--- src/design/srwd_pkg.sv ---
// Constants, codes and carriers for the stop recovery and watchdog block.
// Assumes one system clock; oscillator ticks arrive as same-clock pulses.
package srwd_pkg;
  // Register offsets
  localparam logic [7:0] OFF_SMR  = 8'h0b;
  localparam logic [7:0] OFF_STOP_RECOVERY_EXTRA = 8'h0d;
  localparam logic [7:0] OFF_WDM  = 8'h0f;
  // stop_recovery_control fields
  localparam int SMR_DIV16 = 0;
  localparam int SMR_DIV2  = 1;
  localparam int SMR_SRC   = 2;
  localparam int SMR_DLY   = 5;
  localparam int SMR_POL   = 6;
  localparam int SMR_FLAG  = 7;
  // stop_recovery_extra fields
  localparam int STOP_RECOVERY_EXTRA_SRC  = 0;
  // watchdog_mode fields
  localparam int WDM_TSEL  = 0;
  localparam int WDM_HALT  = 2;
  localparam int WDM_STOP  = 3;
  localparam int WDM_CLK   = 4;
  // Reset values
  localparam logic       SMR_DLY_RST  = 1'b1;
  localparam logic       SMR_POL_RST  = 1'b0;
  localparam logic [1:0] WDM_TSEL_RST = 2'h1;
  localparam logic       WDM_HALT_RST = 1'b1;
  localparam logic       WDM_STOP_RST = 1'b1;
  localparam logic       WDM_CLK_RST  = 1'b0;
  // Timing: write window length in cycles and watchdog terminal counts (period - 1)
  localparam logic [6:0]  LOCK_CYC = 7'h40;
  localparam logic [11:0] TO_256   = 12'h0ff;
  localparam logic [11:0] TO_512   = 12'h1ff;
  localparam logic [11:0] TO_1024  = 12'h3ff;
  localparam logic [11:0] TO_4096  = 12'hfff;

  typedef enum logic [2:0] {
    SRC_RESET = 3'b000, SRC_RSVD = 3'b001, SRC_P31 = 3'b010, SRC_P32 = 3'b011,
    SRC_P33 = 3'b100, SRC_P27 = 3'b101, SRC_NOR4 = 3'b110, SRC_NOR8 = 3'b111
  } srwd_src_t;
  typedef enum logic [1:0] {
    EX_OFF = 2'b00, EX_AND4 = 2'b01, EX_AND8 = 2'b10, EX_RSVD = 2'b11
  } srwd_ext_t;
  typedef enum logic [0:0] {ST_RUN = 1'b0, ST_STOP = 1'b1} srwd_mode_t;
  typedef enum logic [1:0] {
    LK_ARMED = 2'b00, LK_OPEN = 2'b01, LK_SHUT = 2'b10
  } srwd_lock_t;

  typedef struct packed {
    logic [7:0] addr;
    logic [7:0] wdata;
    logic       wr;
    logic       rd;
  } srwd_bus_t;
endpackage

--- src/design/srwd_top.sv ---
// Stop-mode wake selection, warm/cold flag and retriggerable watchdog.
// Assumes the core gives one-cycle instruction pulses on mclk, and that
// rc_tick/ext_tick are same-clock pulses from the oscillator dividers.
module srwd_top
  import srwd_pkg::*;
#(
  parameter logic PERMANENT_WDT = 1'b0
) (
  input  wire logic       mclk,
  input  wire logic       rst_n,
  input  wire srwd_bus_t  bus,
  input  wire logic [7:0] port2_pin,
  input  wire logic [7:0] port2_drive,
  input  wire logic [7:0] port2_is_out,
  input  wire logic [2:0] port3_pin,
  input  wire logic [2:0] port3_analog,
  input  wire logic       wdt_instr,
  input  wire logic       stop_instr,
  input  wire logic       halt_mode,
  input  wire logic       instr_exec,
  input  wire logic       rc_tick,
  input  wire logic       ext_tick,
  output logic [7:0]      rdata,
  output logic            stop_mode,
  output logic            wake,
  output logic            wdt_reset,
  output logic            reset_delay,
  output logic            flag_wr,
  output logic            flag_z,
  output logic            flag_s,
  output logic            flag_v,
  output logic            clk_div16,
  output logic            clk_div2
);

  typedef struct packed {
    logic [7:0]  rdata;
    srwd_mode_t  mode;
    srwd_lock_t  lock;
    logic [6:0]  lock_cnt;
    logic [11:0] wd_cnt;
    logic        wd_en;
    srwd_src_t   src;
    srwd_ext_t   ext;
    logic        dly;
    logic        pol;
    logic        warm;
    logic        div16;
    logic        div2;
    logic [1:0]  tsel;
    logic        hact;
    logic        sact;
    logic        csel;
    logic [7:0]  p2_s1;
    logic [7:0]  p2_s2;
    logic [7:0]  p2_s3;
    logic [7:0]  p2_f;
    logic [2:0]  p3_s1;
    logic [2:0]  p3_s2;
    logic [2:0]  p3_s3;
    logic [2:0]  p3_f;
    logic        por_pend;
    logic        wake;
    logic        wdrst;
    logic        rdly;
    logic        flag_wr;
  } srwd_state_t;

  localparam srwd_state_t RST_STATE = '{
    rdata: 8'h00, mode: ST_RUN, lock: LK_ARMED, lock_cnt: 7'h00,
    wd_cnt: 12'h000, wd_en: PERMANENT_WDT, src: SRC_RESET, ext: EX_OFF,
    dly: SMR_DLY_RST, pol: SMR_POL_RST, warm: 1'b0, div16: 1'b0, div2: 1'b0,
    tsel: WDM_TSEL_RST, hact: WDM_HALT_RST, sact: WDM_STOP_RST,
    csel: WDM_CLK_RST, p2_s1: 8'h00, p2_s2: 8'h00, p2_s3: 8'h00,
    p2_f: 8'h00, p3_s1: 3'h0, p3_s2: 3'h0, p3_s3: 3'h0, p3_f: 3'h0,
    por_pend: 1'b1, wake: 1'b0, wdrst: 1'b0, rdly: 1'b0, flag_wr: 1'b0
  };

  srwd_state_t q;
  srwd_state_t d;

  logic [7:0] p2v;
  logic       src_ok;
  logic       src_lv;
  logic       hit;
  logic       tick;
  logic       run;
  logic       tmo;
  logic       wr_ok;

  // Accept a new level only once the two later stages agree
  function automatic logic [7:0] filt(input logic [7:0] a, input logic [7:0] b,
                                      input logic [7:0] old);
    filt = (a & b) | (old & (a | b));
  endfunction

  function automatic logic [11:0] term(input logic [1:0] sel);
    case (sel)
      2'h0:    term = TO_256;
      2'h1:    term = TO_512;
      2'h2:    term = TO_1024;
      default: term = TO_4096;
    endcase
  endfunction

  assign p2v   = (port2_is_out & port2_drive) | (~port2_is_out & q.p2_f);
  assign tick  = q.csel ? ext_tick : rc_tick;
  assign run   = (q.wd_en | PERMANENT_WDT)
               & ~(halt_mode & ~q.hact & ~PERMANENT_WDT)
               & ~((q.mode == ST_STOP) & ~q.sact & ~PERMANENT_WDT);
  assign tmo   = run & tick & (q.wd_cnt == term(q.tsel));
  assign wr_ok = (q.lock != LK_SHUT);

  always_comb begin
    d          = q;
    src_ok     = 1'b0;
    src_lv     = 1'b0;
    d.rdata    = 8'h00;
    d.wake     = 1'b0;
    d.wdrst    = 1'b0;
    d.rdly     = 1'b0;
    d.flag_wr  = 1'b0;
    d.por_pend = 1'b0;
    if (q.por_pend) begin
      d.rdly = 1'b1;
    end
    d.p2_s1 = port2_pin;
    d.p2_s2 = q.p2_s1;
    d.p2_s3 = q.p2_s2;
    d.p2_f  = filt(q.p2_s2, q.p2_s3, q.p2_f);
    d.p3_s1 = port3_pin;
    d.p3_s2 = q.p3_s1;
    d.p3_s3 = q.p3_s2;
    d.p3_f  = 3'(filt({5'h00, q.p3_s2}, {5'h00, q.p3_s3}, {5'h00, q.p3_f}));

    case (q.src)
      SRC_P31: begin
        src_ok = ~port3_analog[0];
        src_lv = q.p3_f[0];
      end
      SRC_P32: begin
        src_ok = ~port3_analog[1];
        src_lv = q.p3_f[1];
      end
      SRC_P33: begin
        src_ok = ~port3_analog[2];
        src_lv = q.p3_f[2];
      end
      SRC_P27: begin
        src_ok = 1'b1;
        src_lv = p2v[7];
      end
      SRC_NOR4: begin
        src_ok = 1'b1;
        src_lv = ~|p2v[3:0];
      end
      SRC_NOR8: begin
        src_ok = 1'b1;
        src_lv = ~|p2v;
      end
      default: begin
      end
    endcase
    case (q.ext)
      EX_AND4: begin
        src_ok = 1'b1;
        src_lv = &p2v[3:0];
      end
      EX_AND8: begin
        src_ok = 1'b1;
        src_lv = &p2v;
      end
      default: begin
      end
    endcase
    hit = (q.mode == ST_STOP) && src_ok && (src_lv == q.pol);

    // Write window opens at the first instruction after any restart
    case (q.lock)
      LK_ARMED: begin
        if (instr_exec) begin
          d.lock     = LK_OPEN;
          d.lock_cnt = 7'h01;
        end
      end
      LK_OPEN: begin
        if (q.lock_cnt == LOCK_CYC - 7'h01) begin
          d.lock = LK_SHUT;
        end else begin
          d.lock_cnt = q.lock_cnt + 7'h01;
        end
      end
      LK_SHUT: begin
      end
      default: begin
        d.lock = LK_SHUT;
      end
    endcase

    if (bus.wr) begin
      case (bus.addr)
        OFF_SMR: begin
          d.div16 = bus.wdata[SMR_DIV16];
          d.div2  = bus.wdata[SMR_DIV2];
          d.src   = srwd_src_t'(bus.wdata[SMR_SRC +: 3]);
          d.dly   = bus.wdata[SMR_DLY];
          d.pol   = bus.wdata[SMR_POL];
        end
        OFF_STOP_RECOVERY_EXTRA: begin
          d.ext = srwd_ext_t'(bus.wdata[STOP_RECOVERY_EXTRA_SRC +: 2]);
        end
        OFF_WDM: begin
          if (wr_ok) begin
            d.tsel = bus.wdata[WDM_TSEL +: 2];
            d.hact = bus.wdata[WDM_HALT];
            d.sact = bus.wdata[WDM_STOP];
            d.csel = bus.wdata[WDM_CLK];
          end
        end
        default: begin
        end
      endcase
    end
    if (bus.rd && bus.addr == OFF_SMR) begin
      d.rdata = {q.warm, 7'h00};
    end

    if (run && tick) begin
      d.wd_cnt = q.wd_cnt + 12'h001;
    end
    if (wdt_instr) begin
      d.wd_en   = 1'b1;
      d.wd_cnt  = 12'h000;
      d.flag_wr = 1'b1;
    end
    if (stop_instr && q.mode == ST_RUN) begin
      d.mode = ST_STOP;
    end

    if (tmo) begin
      d.wdrst  = 1'b1;
      d.rdly   = 1'b1;
      d.wd_cnt = 12'h000;
      d.wd_en  = PERMANENT_WDT;
      d.lock   = LK_ARMED;
      d.mode   = ST_RUN;
      if (q.mode == ST_STOP) begin
        d.warm = 1'b1;
      end else begin
        d.warm  = 1'b0;
        d.src   = SRC_RESET;
        d.ext   = EX_OFF;
        d.dly   = SMR_DLY_RST;
        d.pol   = SMR_POL_RST;
        d.div16 = 1'b0;
        d.div2  = 1'b0;
        d.tsel  = WDM_TSEL_RST;
        d.hact  = WDM_HALT_RST;
        d.sact  = WDM_STOP_RST;
        d.csel  = WDM_CLK_RST;
      end
    end else if (hit) begin
      d.mode  = ST_RUN;
      d.wake  = 1'b1;
      d.warm  = 1'b1;
      d.rdly  = q.dly;
      d.div16 = 1'b0;
      d.lock  = LK_ARMED;
    end
  end

  always_ff @(posedge mclk or negedge rst_n) begin
    if (!rst_n) begin
      q <= RST_STATE;
    end else begin
      q <= d;
    end
  end

  assign rdata       = q.rdata;
  assign stop_mode   = q.mode == ST_STOP;
  assign wake        = q.wake;
  assign wdt_reset   = q.wdrst;
  assign reset_delay = q.rdly;
  assign flag_wr     = q.flag_wr;
  assign flag_z      = 1'b0;
  assign flag_s      = 1'b0;
  assign flag_v      = 1'b0;
  assign clk_div16   = q.div16;
  assign clk_div2    = q.div2;
endmodule // srwd_top

--- config.mk ---
export PLATFORM = sky130hd
export DESIGN_NAME = srwd_top
export DESIGN_NICKNAME = d
export VERILOG_FILES = /design/src/design/srwd_pkg.sv /design/src/design/srwd_top.sv
export SDC_FILE = /design/constraint.sdc
export NUM_CORES = 1
export LEC_CHECK = 0
export BUFFER_PORTS_ARGS = -buffer_cell sky130_fd_sc_hd__buf_2
export CORE_MARGIN = 2
export CORE_UTILIZATION = 30
export CTS_BUF_LIST = sky130_fd_sc_hd__clkbuf_16
export DETAILED_ROUTE_END_ITERATION = 10
export GPL_ROUTABILITY_DRIVEN = 0
export GPL_TIMING_DRIVEN = 0
export HOLD_SLACK_MARGIN = 0.02
export PLACE_DENSITY_LB_ADDON = 0.12
export SYNTH_ARGS = -nofsm -noshare
export SYNTH_HDL_FRONTEND = slang
export SYNTH_SLANG_ARGS = --single-unit
--- constraint.sdc ---
create_clock -name mclk -period 2.4 [get_ports mclk]
set_input_delay 0.6 -clock mclk [delete_from_list [all_inputs] [get_ports mclk]]
set_output_delay 0.6 -clock mclk [all_outputs]
set_load 0.05 [all_outputs]
==> run_results.csv <==
group,metric,value,unit
placed_design,placed_cell_area,0.004203,mm2
floorplanning,die_area,0.01303,mm2
setup_path,end_kind,"flip-flop",
grt,grt.overflow.total,0,
synth,synth_top_area_share,57.04,%
clocking,cts_buffer_depth,2,
timing,final.period_utilization,92.05,%
timing,rsz0062_at_grt,"no",
finish,multiInputGateArea,0.001353,mm2
finish,drive_gt1_share,28.46,%
setup_path,timing.setup.critical_path_class,"flip-flop to flip-flop",
finish,nets,438,
synth,ys_ff_latch,88,
clocking,cts_resized,0,
clocking,ctsRootBufferMaster,"clkbuf_16",
floorplanning,io-pin-count,74,
finish,syn_to_final_growth,23.92,%
drt,drc,0,
timing,setup_tns,0,ns
setup_path,worstPathArrival,2.46,ns
floorplanning,rows,40,
setup_path,cp_cell_sequence,"buf_6 > mux2_4 > and3_4 > o21a_1 > a211oi_2 > mux2i_4 > mux2i_1",
finish,regArea,0.002208,mm2
timing,slew_violations,0,
grt,grt_max_degree,59,
power,powerDensity,796.1,mW/mm2
drt,post_drt_via_cell_ratio,4.419,
drt,drt_wl_total,7.059,mm
placed_design,port_buffers,62,
clocking,numCtsBuffers,9,
synth,synth.cell_area,0.003641,mm2
finish,fin_cells,530,
timing,fin_ws,0.1908,ns
timing,period_minus_slack,2.209,ns
power,total_power,3.592,mW
floorplanning,initial_core_util,30.57,%
drt,first_pass_iters,4,
synth,synth_area_leaders,"dfrtp_1, mux2i_1, nor2_1",
timing,hold_viol_final,0,
finish,fin_area,0.004512,mm2
drt,vias,2342,
setup_path,cp_slowest_cell,"mux2i_4",
grt,grt_pass1_wl,12.12,mm
drt,wire_per_inst,13.32,um
run_status,status,"completed",
power,ir_drop,341.6,uV
drt,drt_iter0_drc,73,
synth,synth_edf_count,0,
placed_design,dp_hpwl,5.114,mm
power,leakagePower,2.105,nW
clocking,clk_latency,0.33,ns
setup_path,slowest_delay,0.43,ns
timing,slew_headroom,56.20,%
clocking,cts_tree,"yes",
floorplanning,core,0.01191,mm2
synth,ys_async_sr_fraction,100.0,%
setup_path,critical-path-top-delay-family,"multiplexers",
timing,fmax,452.6,MHz
setup_path,cp_max_fo,8,
synth,yosysTopAreaCell,"dfrtp_1",
flow_run,cap_violations,0,
setup_path,crit_path_start_kind,"flip-flop",
timing,hold_ws,0.1893,ns
placed_design,pre_cts_ws,-0.3274,ns
finish,diodes,0,
clocking,htreeDepth,3,
placed_design,dp.cells,514,
synth,seq_area_frac_synth,60.65,%
timing,fin_skew,0.003721,ns
synth,ys_types,47,
clocking,cts_setup_buffers,0,
synth,synth_cells,294,
clocking,cts_sinks,88,
synth,synth_flop_cell,"dfrtp_1",
setup_path,crit_buf_inv,1,
synth,syn_avg_cell_area,12.38,um2
clocking,clk_pin_slew,0.06,ns
drt,ant_nets,0,
setup_path,worstPathRequired,2.65,ns
floorplanning,die_w,114.2,um
timing,worst_pin_slew,0.6535,ns
floorplanning,die_h,114.2,um
clocking,cts_hold_buf,0,
finish,finish.utilization,37.88,%
grt,grt_pass1_vias,2406,
finish,n_fill_cell,1195,
hold_path,hp-class,"primary input to async pin",
grt,antenna_found_initial,0,
grt,gr-usage-all-layers,12.12,%
timing,finalSetupViolCount,0,
synth,ys_warn_count,0,
-- registers in the layout (all words and copies together), names as in the netlist --
| register | count |
|---|---|
| rdata | 1 |
| q | 58 |
| clk_div2 | 1 |
| wdt_reset | 1 |
| wake | 1 |
| d | 22 |
| stop_mode | 1 |
| reset_delay | 1 |
| flag_wr | 1 |
| clk_div16 | 1 |
-- report_power, final --
part	internal, mW	switching, mW
clock	0.796	0.559
combinational	0.224	0.286
sequential	1.62	0.105
-- final timing paths --
path,startpoint,endpoint,slack [ns],cells after the start
setup / recovery,q[61],reset_delay,0.19,7
hold / removal,rst_n,d[35],0.19,1
setup reg to reg,q[61],reset_delay,0.19,7
hold reg to reg,d[40],d[32],0.35,0
max in group asynchronous,rst_n,q[4],1.53,2
min in group mclk,d[40],d[32],0.35,0
-- area by class of cell --
class,count,share of cell area (%)
Inverter,7,0.5824
Clock buffer,9,4.992
Timing Repair Buffer,63,7.543
Sequential cell,88,48.95
Clock inverter,7,1.442
Multi-Input combinational cell,195,29.98
Tap cell,147,4.077
Buffer,14,2.440
-- synthesized netlist by cell type, types with 2 or more instances --
| cell | count |
|---|---|
| a2111oi_0 | 2 |
| a211oi_2 | 2 |
| a21oi_1 | 5 |
| a22o_1 | 2 |
| a31oi_1 | 2 |
| and4_1 | 2 |
| buf_4 | 11 |
| buf_6 | 2 |
| dfrtp_1 | 83 |
| dfstp_2 | 5 |
| ha_1 | 4 |
| inv_1 | 7 |
| maj3_1 | 11 |
| mux2_2 | 3 |
| mux2i_1 | 23 |
| nand2_1 | 17 |
| nand2b_1 | 3 |
| nand3_1 | 9 |
| nand4_1 | 4 |
| nor2_1 | 39 |
| nor2b_1 | 4 |
| nor3_1 | 6 |
| nor3b_1 | 4 |
| nor4_1 | 4 |
| o21ai_0 | 3 |
| o21bai_1 | 2 |
| or3_1 | 2 |
| xnor2_1 | 7 |
| xor2_1 | 8 |
-- layer usage --
metal	share of wire [%]	global-route usage (%)	up-vias
li1	-	-	1166
met2	45	17.86	50
met1	49	16.70	1115
met3	4.6	3.547	11
met5	0	0	-
met4	1.9	5.122	0
-- placed cells by master (no fill, tap or decap), types with 3 or more instances in the layout --
| cell | instances |
|---|---|
| o21ai_0 | 3 |
| mux2i_1 | 23 |
| inv_1 | 9 |
| clkinvlp_4 | 3 |
| nand4_1 | 4 |
| dfstp_2 | 5 |
| nand2_1 | 17 |
| conb_1 | 11 |
| buf_2 | 62 |
| xor2_1 | 8 |
| xnor2_1 | 7 |
| ha_1 | 4 |
| nand3_1 | 9 |
| buf_4 | 12 |
| nor2_1 | 39 |
| nor3_1 | 6 |
| a21oi_1 | 5 |
| mux2_2 | 3 |
| dfrtp_1 | 83 |
| nor2b_1 | 4 |
| nand2b_1 | 3 |
| maj3_1 | 11 |
| nor3b_1 | 4 |
| nor4_1 | 4 |
| clkbuf_16 | 9 |
-- cell families after synthesis --
group / Yosys count / synth area share [%]
AND/OR/NAND/NOR: 102 / 14.57
flip-flops: 88 / 60.65
multiplexers: 28 / 8.041
AO/OA/AOI/OAI: 24 / 4.880
buffers and inverters: 21 / 3.746
adder cells (fa/ha/maj): 15 / 4.399
XOR/XNOR: 15 / 3.608
other: 1 / 0.1030
-- worst reg2reg max path, stage by stage (launching register included) --
cell,delay [ns]
dfrtp_1,0.37
buf_6,0.13
mux2_4,0.29
and3_4,0.17
o21a_1,0.19
a211oi_2,0.31
mux2i_4,0.44
mux2i_1,0.23
(Power assumes the default switching activity.)
